`src/verilog/pasr_consts.svh`:
```
// constants for the oscillator phase register slice
`ifndef PASR_CONSTS_SVH
`define PASR_CONSTS_SVH
`define PASR_ACC_W        20
`define PASR_ADDR_W       8
`define PASR_OFS_ACC_LOW  8'h00
`define PASR_OFS_ACC_HIGH 8'h04
`define PASR_OFS_ACC_UP   8'h08
`define PASR_OFS_STP_LOW  8'h0C
`define PASR_OFS_STP_HIGH 8'h10
`define PASR_OFS_STP_UP   8'h14
`define PASR_OFS_CTRL     8'h18
`define PASR_CTRL_EN_BIT  0
`define PASR_CTRL_PND_BIT 1
`define PASR_RST_ACC      20'h00000
`define PASR_RST_STEP     20'h00001
`endif

```
`src/verilog/pasr_pkg.sv`:
```
// types for the oscillator phase register slice
`default_nettype none
package pasr_pkg;
	// one apb request as seen by the slave
	typedef struct packed {
		logic [7:0]  addr;
		logic        write;
		logic [31:0] wdata;
		logic        strb0;
	} pasr_req_type;
endpackage
`default_nettype wire

```
`src/verilog/pasr_top.sv`:
```
// apb register slice with phase accumulator and double-buffered step
`timescale 1ns/1ps
`default_nettype none
`include "pasr_consts.svh"
module pasr_top #(
	parameter int ACC_W = `PASR_ACC_W
) (
	input  wire logic                      i_mclk,
	input  wire logic                      i_nrst,
	input  wire logic                      i_psel,
	input  wire logic                      i_penable,
	input  wire logic                      i_pwrite,
	input  wire logic [`PASR_ADDR_W-1:0]   i_paddr,
	input  wire logic [31:0]               i_pwdata,
	input  wire logic [3:0]                i_pstrb,
	input  wire logic                      i_synth_input_clock,
	output logic      [31:0]               o_prdata,
	output logic                           o_pready,
	output logic                           o_pslverr,
	output logic      [ACC_W-1:0]          o_phase_accum,
	output logic                           o_overflow,
	output logic                           o_synth_enable
);
	// upper register carries bits 16 and up in its low byte;
	// below 17 bits it would be empty, above 24 it would not fit a byte
	if (ACC_W < 17 || ACC_W > 24) begin : g_bad_width
		$error("pasr_top: ACC_W must lie in 17..24");
	end

	// register map, one byte-wide register per aligned word:
	//   0x00  accumulator bits 7:0
	//   0x04  accumulator bits 15:8
	//   0x08  accumulator top bits in 3:0, bits 7:4 read zero
	//   0x0C  step bits 7:0, a write here while running arms the shadow load
	//   0x10  step bits 15:8
	//   0x14  step top bits in 3:0, bits 7:4 read zero
	//   0x18  control: bit 0 enable, bit 1 shadow load pending
	// other words answer with pslverr, read zero and ignore writes
	// write data above a register's width is ignored
	// strobe lanes above lane 0 are ignored, lane 0 gates every write

	// bus timing:
	//   pready is always high, so every transfer takes two cycles
	//   read data is latched in the setup cycle, not the access cycle
	//   a write lands at the edge that ends the access cycle

	// input clock timing:
	//   pin edges reach the adder three mclk edges late
	//   each level of the pin must last two mclk periods or more
	//   the new sum and its overflow pulse appear together

	// shadow load:
	//   running, a low step write arms it and the next fall loads it
	//   stopped, any step write loads it one edge after the write
	//   stopping with a load armed performs it at once

	// reset:
	//   accumulator clears, step and shadow start at one
	//   enable and pending clear; release reaches logic two edges late

	// limits for software:
	//   byte reads of a running accumulator may tear between bytes
	//   accumulator writes while running give undefined sums

	localparam int UP_W = ACC_W - 16;

	logic                 rst_a_q;
	logic                 rst_n;
	logic                 ck_rise;
	logic                 ck_fall;
	logic [ACC_W-1:0]     accum_q;
	logic [ACC_W-1:0]     step_q;
	logic [ACC_W-1:0]     shadow_q;
	logic [ACC_W:0]       sum_w;
	logic                 enable_q;
	logic                 pending_q;
	logic                 step_wr_seen_q;
	logic                 overflow_q;
	logic [31:0]          prdata_q;
	logic [31:0]          rd_mux;
	logic                 mapped;
	logic                 wr_ok;
	logic                 shadow_load;
	logic                 wr_acc_low;
	logic                 wr_acc_high;
	logic                 wr_acc_up;
	logic                 wr_stp_low;
	logic                 wr_stp_high;
	logic                 wr_stp_up;
	logic                 wr_ctrl;
	logic                 accum_add;
	pasr_pkg::pasr_req_type req;

	// reset released through two flops so release is clean on i_mclk
	// assertion stays asynchronous so the flopped outputs go quiet at once
	always_ff @(posedge i_mclk or negedge i_nrst) begin
		if (!i_nrst) begin
			rst_a_q <= 1'b0;
			rst_n   <= 1'b0;
		end else begin
			rst_a_q <= 1'b1;
			rst_n   <= rst_a_q;
		end
	end

	// oscillator input clock is a pin here, so it is synchronised first;
	// edges are taken after the second flop only, which costs latency
	// but keeps a metastable first stage away from the adder
	pasr_edge_sync #(
		.RST_VAL (1'h0)
	) u_ck_sync (
		.i_mclk  (i_mclk),
		.i_rst_n (rst_n),
		.i_pin   (i_synth_input_clock),
		.o_level (),
		.o_rise  (ck_rise),
		.o_fall  (ck_fall)
	);

	// bundle the bus request
	assign req.addr  = i_paddr;
	assign req.write = i_pwrite;
	assign req.wdata = i_pwdata;
	assign req.strb0 = i_pstrb[0];

	// address decode for reads and for the error response
	// unimplemented bits stay at zero from the default assignment
	always_comb begin
		mapped = 1'b1;
		rd_mux = 32'h00000000;
		case (req.addr)
			`PASR_OFS_ACC_LOW:  rd_mux[7:0] = accum_q[7:0];
			`PASR_OFS_ACC_HIGH: rd_mux[7:0] = accum_q[15:8];
			`PASR_OFS_ACC_UP:   rd_mux[UP_W-1:0] = accum_q[ACC_W-1:16];
			`PASR_OFS_STP_LOW:  rd_mux[7:0] = step_q[7:0];
			`PASR_OFS_STP_HIGH: rd_mux[7:0] = step_q[15:8];
			`PASR_OFS_STP_UP:   rd_mux[UP_W-1:0] = step_q[ACC_W-1:16];
			`PASR_OFS_CTRL: begin
				rd_mux[`PASR_CTRL_EN_BIT]  = enable_q;
				rd_mux[`PASR_CTRL_PND_BIT] = pending_q;
			end
			default: mapped = 1'b0;
		endcase
	end

	// zero wait states: answer in the first access cycle
	assign o_pready  = 1'b1;
	assign o_pslverr = i_psel & i_penable & ~mapped;
	assign wr_ok     = i_psel & i_penable & req.write & req.strb0 & mapped;

	// one strobe per register keeps the write decode in one place
	assign wr_acc_low  = wr_ok && req.addr == `PASR_OFS_ACC_LOW;
	assign wr_acc_high = wr_ok && req.addr == `PASR_OFS_ACC_HIGH;
	assign wr_acc_up   = wr_ok && req.addr == `PASR_OFS_ACC_UP;
	assign wr_stp_low  = wr_ok && req.addr == `PASR_OFS_STP_LOW;
	assign wr_stp_high = wr_ok && req.addr == `PASR_OFS_STP_HIGH;
	assign wr_stp_up   = wr_ok && req.addr == `PASR_OFS_STP_UP;
	assign wr_ctrl     = wr_ok && req.addr == `PASR_OFS_CTRL;

	// read data captured in the setup cycle; a live accumulator byte may
	// move between two byte reads, software has to cope with that
	always_ff @(posedge i_mclk or negedge rst_n) begin
		if (!rst_n) begin
			prdata_q <= 32'h00000000;
		end else if (i_psel && !i_penable && !req.write) begin
			prdata_q <= rd_mux;
		end
	end
	assign o_prdata = prdata_q;

	// control register: enable bit
	// clearing it freezes the accumulator and makes step writes load one edge after the write
	always_ff @(posedge i_mclk or negedge rst_n) begin
		if (!rst_n) begin
			enable_q <= 1'b0;
		end else if (wr_ctrl) begin
			enable_q <= req.wdata[`PASR_CTRL_EN_BIT];
		end
	end

	// step registers as software sees them
	// the adder never reads these directly, only through the shadow
	always_ff @(posedge i_mclk or negedge rst_n) begin
		if (!rst_n) begin
			step_q <= ACC_W'(`PASR_RST_STEP);
		end else if (wr_ok) begin
			case (req.addr)
				`PASR_OFS_STP_LOW:  step_q[7:0] <= req.wdata[7:0];
				`PASR_OFS_STP_HIGH: step_q[15:8] <= req.wdata[7:0];
				`PASR_OFS_STP_UP:   step_q[ACC_W-1:16] <= req.wdata[UP_W-1:0];
				default: step_q <= step_q;
			endcase
		end
	end

	// low-byte write arms the load; the arm wins over a same-cycle fall
	// so the load always sees the freshly written byte
	always_ff @(posedge i_mclk or negedge rst_n) begin
		if (!rst_n) begin
			pending_q <= 1'b0;
		end else if (wr_stp_low && enable_q) begin
			pending_q <= 1'b1;
		end else if (shadow_load) begin
			pending_q <= 1'b0;
		end
	end

	// any step write while disabled loads the shadow on the next cycle
	// the one-cycle delay lets the written byte settle in step_q first
	always_ff @(posedge i_mclk or negedge rst_n) begin
		if (!rst_n) begin
			step_wr_seen_q <= 1'b0;
		end else begin
			step_wr_seen_q <= wr_stp_low | wr_stp_high | wr_stp_up;
		end
	end

	// a pending load left over when the oscillator stops is done at once
	assign shadow_load = (step_wr_seen_q & ~enable_q) |
		(pending_q & (ck_fall | ~enable_q));

	// shadow copy used by the adder
	// changing only on a load keeps a half-written step out of the sum
	always_ff @(posedge i_mclk or negedge rst_n) begin
		if (!rst_n) begin
			shadow_q <= ACC_W'(`PASR_RST_STEP);
		end else if (shadow_load) begin
			shadow_q <= step_q;
		end
	end

	// the carry bit is kept apart so that a wrap can be flagged
	assign sum_w = {1'b0, accum_q} + {1'b0, shadow_q};

	// a software write in the same cycle wins and the rise is dropped
	assign accum_add = ck_rise & enable_q & ~(wr_acc_low | wr_acc_high | wr_acc_up);

	// accumulator; a software write wins, running writes are undefined
	always_ff @(posedge i_mclk or negedge rst_n) begin
		if (!rst_n) begin
			accum_q <= ACC_W'(`PASR_RST_ACC);
		end else if (wr_acc_low) begin
			accum_q[7:0] <= req.wdata[7:0];
		end else if (wr_acc_high) begin
			accum_q[15:8] <= req.wdata[7:0];
		end else if (wr_acc_up) begin
			accum_q[ACC_W-1:16] <= req.wdata[UP_W-1:0];
		end else if (accum_add) begin
			accum_q <= sum_w[ACC_W-1:0];
		end
	end

	// carry out of the adder marks an overflow, one mclk pulse
	// it is taken only when the sum is really stored
	always_ff @(posedge i_mclk or negedge rst_n) begin
		if (!rst_n) begin
			overflow_q <= 1'b0;
		end else begin
			overflow_q <= accum_add & sum_w[ACC_W];
		end
	end

	// outputs come straight from flops
	assign o_phase_accum  = accum_q;
	assign o_overflow     = overflow_q;
	assign o_synth_enable = enable_q;
endmodule

// two-flop synchroniser for one pin, with edge strobes behind it
module pasr_edge_sync #(
	parameter bit RST_VAL = 1'h0
) (
	input  wire logic i_mclk,
	input  wire logic i_rst_n,
	input  wire logic i_pin,
	output logic      o_level,
	output logic      o_rise,
	output logic      o_fall
);
	logic sync1_q;
	logic sync2_q;
	logic prev_q;

	// only the second flop reads the first, so a metastable first stage
	// has a whole mclk period to settle before any logic looks at it
	always_ff @(posedge i_mclk or negedge i_rst_n) begin
		if (!i_rst_n) begin
			sync1_q <= RST_VAL;
			sync2_q <= RST_VAL;
			prev_q  <= RST_VAL;
		end else begin
			sync1_q <= i_pin;
			sync2_q <= sync1_q;
			prev_q  <= sync2_q;
		end
	end

	// reset value must match the pin's idle level, or a false edge
	// follows reset; a rise or fall strobe lasts exactly one mclk
	assign o_level = sync2_q;
	assign o_rise  = sync2_q & ~prev_q;
	assign o_fall  = ~sync2_q & prev_q;
endmodule
`default_nettype wire

```
`config.mk`:
```
export PLATFORM = sky130hd
export DESIGN_NAME = pasr_top
export DESIGN_NICKNAME = d
export VERILOG_FILES = /design/src/verilog/pasr_pkg.sv /design/src/verilog/pasr_top.sv
export VERILOG_INCLUDE_DIRS = /design/src /design/src/verilog
export SDC_FILE = /design/constraint.sdc
export NUM_CORES = 1
export LEC_CHECK = 0
export BUFFER_PORTS_ARGS = -buffer_cell sky130_fd_sc_hd__clkbuf_2
export CAP_MARGIN = 20
export CORE_MARGIN = 2
export CORE_UTILIZATION = 25
export DETAILED_ROUTE_END_ITERATION = 10
export GPL_TIMING_DRIVEN = 1
export HOLD_SLACK_MARGIN = 0.15
export MAX_ROUTING_LAYER = met4
export PLACE_DENSITY = 0.53
export SLEW_MARGIN = 20
export SYNTH_ARGS = -nofsm -noshare
export SYNTH_HDL_FRONTEND = slang
export SYNTH_SLANG_ARGS = --single-unit
```
`constraint.sdc`:
```
create_clock -name i_mclk -period 2.3 [get_ports i_mclk]
set_clock_uncertainty 0.2 [all_clocks]
set_input_delay 0.115 -clock i_mclk [delete_from_list [all_inputs] [get_ports i_mclk]]
set_output_delay 0.115 -clock i_mclk [all_outputs]
set_load 0.05 [all_outputs]
```
==> results.ini, run 1 <==
[timing]
setup_viol = 5
hold_viol = 0
setup_tns_ns = -0.1932
period_needed_ns = 2.374
finalMaxSlewViolations = 0
rsz0062_at_grt = true
fmax_ghz = 0.4213
finalCritPeriodShare_pct = 103.2
maxSlewHeadroom_pct = 58.32
worst_slew_pin_slew_ns = 0.6187
finalWorstSetupSlack_ns = -0.07387

[job]
maxCapViolCount = 0

[cells_and_area]
diodes = 0
mostFrequentLayoutCells = dfrtp_1, buf_4, clkbuf_2, mux2_2, nand2_1
fin_nets = 652
drive_gt1_share_pct = 39.93
syn2layout_area_growth_pct = 34.50
final_common_cell = dfrtp_1

[grt]
grt-ovfl-total = 0
grt_max_degree = 48
grt_pass1_vias = 4033
grt_pass1_wl_mm = 22.97
antenna_found_initial = 0
grtUsageTotal_pct = 15.59

[power]
finalPower_uw = 3311
p_leak_uw = 0.002925
ir_drop_mv = 0.3393
p_per_area_nw_per_um2 = 525.7

[critical_path]
crit_slowest_cell = dfrtp_2
path_max_fanout = 3
reg2reg_to = o_phase_accum[12]$_DFFE_PN0P_
start_kind = register
r2r_cells = 10
cp_data_arrival_time_ns = 2.45
path_cells = ha_4 > fa_2 > a21oi_2 > o211ai_1 > nand4_1 > nand3_2 > buf_4 > xnor2_1 > o21ai_1 > o21a_1
critical_path.top_delay_family = compound AO/OA/AOI/OAI gates
endpoint_kind = register
r2r_slack_ns = -0.07
path_class = register to register
worstPathRequired_ns = 2.38
critPathBufInv = 1
slowest_delay_ns = 0.42
r2r-start = o_phase_accum[0]$_DFFE_PN0P_

[clock_network]
root_buffer = clkbuf_16
clock_latency_ns = 0.34
cts_buffers = 9
ctsHtreeMaxLevel = 3
cts_sinks = 77
clock_path_buffers = 2
cts_tree = yes
path_clk_slew_ns = 0.06

[run_status]
outcome = complete, but fails checks
failed_checks = setup timing

[synth]
yosys_warnings = 0
synth_area_per_cell_um2 = 10.27
netlist_area_um2 = 4682
yosysTopAreaCell = dfrtp_1
synthTopCellsByArea = dfrtp_1, mux2_2, ha_1
async_flop_share_pct = 100.0
synth_seq_cells = 77
synth_edf_count = 0
synth_cell_types = 66
synth_top_area_share_pct = 40.09
synth_flop_cell = dfrtp_1
synth_seq_area_share_pct = 41.21
netlist_instances = 456

[floorplanning]
core_um2 = 18520
num_io_pins = 106
chipHeight_um = 140.9
dieArea_um2 = 19840
die_w_um = 140.9
core.rowCount = 50
start_util_pct = 25.28

[route]
via_per_inst = 4.896
first_pass_iters = 4
antenna_left = 0
drt_iter0_drc = 238
vias = 4015
drc = 0
routedWlPerCell_um = 17.88
wirelength_mm = 14.66

[placed_design]
dp_hpwl_mm = 11.30
port_buffers = 53
place.gp.congestion = 0.9091

[worst_hold_path]
hold_path_class = register to register
min_path_cells = 0
hold_start = u_ck_sync.sync1_q$_DFF_PN0_
hold_path_end = u_ck_sync.o_level$_DFF_PN0_

[layout make-up]
cell class,count,area (µm²)
Clock inverter,6,63.81
Clock buffer,10,229.0
Timing Repair Buffer,131,940.9
Inverter,4,15.01
Fill cell,1901,12220
Multi-Input combinational cell,358,2809
Tap cell,234,292.8
Sequential cell,77,1947
[sequential cells by signal, summed over array words and instances (netlist names), 8 cells and up]
signal	count
o_phase_accum	20
o_prdata	8
shadow_q	20
step_q	20
[where the power goes]
part,total [µW],switching (µW),internal (µW),leakage (µW)
Sequential,1410,23.4,1380,0.000980
Combinational,481,332,149,0.00181
Clock,1420,586,839,0.000138
[cell families after synthesis]
family	count (synthesis)	synth area share, %
flops	77	41.21
mux	55	12.99
compound gates	122	16.86
xor+xnor	13	2.432
other cells	2	0.1604
simple gates	121	14.59
buf+inv	45	5.986
fa+ha+maj	21	5.772
[worst max path at each step]
| stage | slack [ns] | endpoint | depth (start not counted) | start |
|---|---|---|---|---|
| 2_1_floorplan | -0.08 | o_overflow$_DFF_PN0_ | 9 | o_phase_accum[0]$_DFFE_PN0P_ |
| 3_3_place_gp | -0.07 | o_phase_accum[9]$_DFFE_PN0P_ | 9 | o_phase_accum[1]$_DFFE_PN0P_ |
| 3_5_place_dp | -0.12 | o_overflow$_DFF_PN0_ | 9 | o_phase_accum[0]$_DFFE_PN0P_ |
| 4_1_cts | -0.06 | o_overflow$_DFF_PN0_ | 9 | o_phase_accum[0]$_DFFE_PN0P_ |
| 5_1_grt | -0.17 | o_overflow$_DFF_PN0_ | 9 | o_phase_accum[0]$_DFFE_PN0P_ |
| 6_report | -0.07 | o_phase_accum[12]$_DFFE_PN0P_ | 10 | o_phase_accum[0]$_DFFE_PN0P_ |
[synth_stat cells (6+ instances only)]
library cell,count
clkbuf_1,6
nand4_1,6
mux2i_1,9
nor2_1,25
nand3_1,12
xnor2_1,9
a21oi_1,33
buf_4,28
ha_1,20
nand2_1,36
dfrtp_1,75
mux2_2,45
a22oi_1,14
o21ai_0,32
[through the flow]
stage	area (µm²)	util [%]	hold slack (ns)	std cells	setup slack, ns
floorplan	4851	-	-0.3806	480	-0.08346
global placement	5565	30.05	-0.2966	778	-0.07057
detailed placement	5565	30.05	-0.2952	778	-0.1205
CTS	6125	33.07	0.1540	818	-0.05982
global route	6297	34.01	0.1537	820	-0.1728
finish	6297	34.01	0.1508	820	-0.07387
[metal layers]
layer / part of all wire, % / track usage, % / vias to the layer above / wire length (µm)
li1: - / - / 1896 / -
met5: 0 / - / - / 0
met2: 45 / 23.21 / 106 / 6542
met1: 49 / 21.63 / 1997 / 7163
met4: 1.3 / 4.105 / 0 / 191
met3: 5.2 / 3.261 / 16 / 763
[repair_timing]
action                     in CTS  in global routing
gates resized for setup        11                 27
hold buffers                   22                  0
pin swaps                       5                  9
gates cloned                    0                  0
buffers inserted                2                  2
hold endpoints to repair       78                  0
setup endpoints to repair      11                 13
Note: power is estimated with default switching activity, not from simulation.
==> run 2: changes to the inputs <==
--- a/config.mk
+++ b/config.mk
@@ -8,13 +8,13 @@
 export LEC_CHECK = 0
 export BUFFER_PORTS_ARGS = -buffer_cell sky130_fd_sc_hd__clkbuf_2
 export CAP_MARGIN = 20
-export CORE_MARGIN = 2
-export CORE_UTILIZATION = 25
+export CORE_UTILIZATION = 34
+export CTS_BUF_LIST = sky130_fd_sc_hd__clkbuf_8
 export DETAILED_ROUTE_END_ITERATION = 10
 export GPL_TIMING_DRIVEN = 1
 export HOLD_SLACK_MARGIN = 0.15
 export MAX_ROUTING_LAYER = met4
-export PLACE_DENSITY = 0.53
+export PLACE_DENSITY = 0.64
 export SLEW_MARGIN = 20
 export SYNTH_ARGS = -nofsm -noshare
 export SYNTH_HDL_FRONTEND = slang
==> run 2 against run 1 <==
Compared with the run above: the flow still finishes with violations (setup timing); largest power group is now registers; maximum frequency grew 1.5%; highest routed layer unchanged; utilization grew 13 points; critical endpoint is now o_phase_accum[8]$_DFFE_PN0P_; non-clock buffer count grew 1; via count shrank 0.22%; worst hold slack gained 0.0087 ns; critical path depth shrank 1; clock power shrank 17%.
==> results.ini, run 2 (synthesized netlist as in run 1, its figures left out) <==
[placed_design]
place.gp.congestion = 0.9059  ; -0.35%
dpl_cell_area_um2 = 5518  ; -0.85%
place_ws_ns = -0.1222  ; -0.001732 ns
port_buffers = 53  ; unchanged
dp_hpwl_mm = 10.43  ; -7.7%

[route]
drt_iter0_drc = 312  ; +31%
vias = 4006  ; -0.22%
antenna_left = 0  ; unchanged
first_pass_iters = 5  ; +1
via_per_inst = 5.250  ; +7.2%
drc = 0  ; unchanged
wirelength_mm = 13.86  ; -5.5%
routedWlPerCell_um = 18.16  ; +1.6%

[clock_network]
clock_latency_ns = 0.37  ; +0.03 ns
path_clk_slew_ns = 0.08  ; +0.02 ns
clock_path_buffers = 2  ; unchanged
cts_buffers = 9  ; unchanged
ctsHtreeMaxLevel = 3  ; unchanged
root_buffer = clkbuf_8
cts_tree = yes
cts_sinks = 77  ; unchanged

[critical_path]
r2r_cells = 9  ; -1
crit_top_cell = a21oi_4
path_max_fanout = 3  ; unchanged
start_kind = register
r2r_slack_ns = -0.04  ; +0.03 ns
path_cells = ha_4 > fa_2 > a21oi_4 > o211ai_1 > a21o_1 > a21oi_4 > xor2_2 > o21ai_1 > o21a_1
critPathBufInv = 0  ; -1
r2r-start = o_phase_accum[0]$_DFFE_PN0P_
cp_data_arrival_time_ns = 2.39  ; -0.06 ns
critical_path.top_delay_family = compound AO/OA/AOI/OAI gates
reg2reg_to = o_phase_accum[8]$_DFFE_PN0P_
endpoint_kind = register
path_class = register to register
crit_slowest_cell = dfrtp_2
worstPathRequired_ns = 2.35  ; -0.03 ns
slowest_delay_ns = 0.43  ; about the same

[run_status]
failed_checks = setup timing
outcome = complete, but fails checks

[power]
ir_drop_mv = 0.2180  ; -36%
p_int_uw = 2170  ; -8.4%
p_leak_uw = 0.002935  ; +0.33%
clkPwrFrac_pct = 38.4  ; -4.6 points
p_sw_share_pct = 29.04  ; +0.60 points
seq_power_share_pct = 45.9  ; +3.5 points
p_comb_share_pct = 15.7  ; +1.2 points
power_switching_uw = 888.2  ; -5.7%
p_per_area_nw_per_um2 = 492.5  ; -6.3%
finalPower_uw = 3058  ; -7.6%

[worst_hold_path]
min_path_cells = 0  ; unchanged
hold_path_end = rst_n$_DFF_PN0_
hold_start = rst_a_q$_DFF_PN0_
hold_path_class = register to register

[grt]
antenna_found_initial = 0  ; unchanged
grt-ovfl-total = 0  ; unchanged
grt_pass1_wl_mm = 21.42  ; -6.7%
grt_max_degree = 43  ; -10%
grt_pass1_vias = 3957  ; -1.9%
grtUsageTotal_pct = 20.43  ; +4.8 points

[cells_and_area]
fin_nets = 653  ; +0.15%
mostFrequentLayoutCells = dfrtp_1, clkbuf_2, buf_4, mux2_2, nand2_1
drive_gt1_share_pct = 39.86  ; -0.068 points
final_common_cell = dfrtp_1
final_util_pct = 46.52  ; +13 points
design_area_um2 = 6210  ; -1.4%
diodes = 0  ; unchanged
syn2layout_area_growth_pct = 32.63

[timing]
maxSlewHeadroom_pct = 65.28  ; +7.0 points
hold_viol = 0  ; unchanged
period_needed_ns = 2.339  ; -0.03487 ns
worst_slew_pin_slew_ns = 0.5164  ; -0.1024 ns
setup_viol = 5  ; unchanged
rsz0062_at_grt = true
finalWorstSetupSlack_ns = -0.03901  ; +0.03487 ns
finalCritPeriodShare_pct = 101.7  ; -1.5 points
fmax_ghz = 0.4275  ; +1.5%
finalMaxSlewViolations = 0  ; unchanged
holdWs_ns = 0.1595  ; +0.008718 ns

[floorplanning]
start_util_pct = 35.08  ; +9.8 points
die_w_um = 119.4  ; -15%
core_um2 = 13350  ; -28%
dieArea_um2 = 14240  ; -28%
chipHeight_um = 119.4  ; -15%
num_io_pins = 106  ; unchanged
core.rowCount = 42  ; -16%

[job]
maxCapViolCount = 0  ; unchanged

[run 2: cell count changes in the layout (fill, tap and decap cells not counted), sizes merged]
cell         change
clkinvlp         -2
bufinv           +1
inv              +2
clkinv           -1
buf              -1
dlygate4sd3      +2
[run 2: area by class of cell]
class | instances | area (µm²)
flip-flops and latches | 77 | 1947
clock inverters | 6 | 86.33
multi-input cells | 358 | 2825
inverters | 4 | 15.01
repair buffers | 132 | 978.4
fillers | 1251 | 7138
well taps | 176 | 220.2
clock buffers | 10 | 137.6
[run 2: timing repair]
item / in CTS / in global routing
buffers inserted: 1 / 2
gates resized for setup: 14 / 30
endpoints found under the setup margin: 11 / 19
hold endpoints to repair: 83 / 0
cloned: 0 / 0
pin swaps: 10 / 9
hold buffers: 24 / 0
[run 2: per-stage QoR]
step / instances / TNS [ns]
after global routing: 763 / -0.8499
after global placement: 720 / -0.3715
final: 763 / -0.1334
after floorplan: 480 / -0.08346
after CTS: 761 / -0.1291
after detailed placement: 720 / -0.6624
[run 2: routing by layer]
layer | up-vias | track usage (%) | share of wire (%)
li1 | 1879 | - | -
met1 | 1976 | 26.64 | 46
met2 | 132 | 32.56 | 47
met3 | 19 | 3.592 | 5.6
met4 | 0 | 5.859 | 1.6
met5 | - | - | 0
[run 2: worst max path at each step]
stage,end,slack (ns),depth (start not counted),start
final,o_phase_accum[8]$_DFFE_PN0P_,-0.04,9,o_phase_accum[0]$_DFFE_PN0P_
after global routing,o_phase_accum[18]$_DFFE_PN0P_,-0.15,9,shadow_q[0]$_DFFE_PN1P_
after CTS,o_phase_accum[8]$_DFFE_PN0P_,-0.04,9,o_phase_accum[0]$_DFFE_PN0P_
after detailed placement,o_phase_accum[9]$_DFFE_PN0P_,-0.12,9,o_phase_accum[1]$_DFFE_PN0P_
after global placement,o_phase_accum[8]$_DFFE_PN0P_,-0.08,9,o_phase_accum[0]$_DFFE_PN0P_
after floorplan,o_overflow$_DFF_PN0_,-0.08,9,o_phase_accum[0]$_DFFE_PN0P_
[run 2: worst reg2reg max path, delay by kind of cell (launching register included)]
family	cells	cell delay [ns]
AO/OA/AOI/OAI	6	0.86
XOR/XNOR	1	0.20
adder cells (fa/ha/maj)	2	0.54
flip-flops	1	0.43
[run 2: power by group through the flow]
stage                     clock [µW]  combinational, µW  sequential [µW]
after global routing            1230                512             1410
after CTS                       1190                468             1400
after global placement             0                415             1440
after detailed placement           0                419             1440
after floorplan                    0                247             1510
final                           1180                480             1400
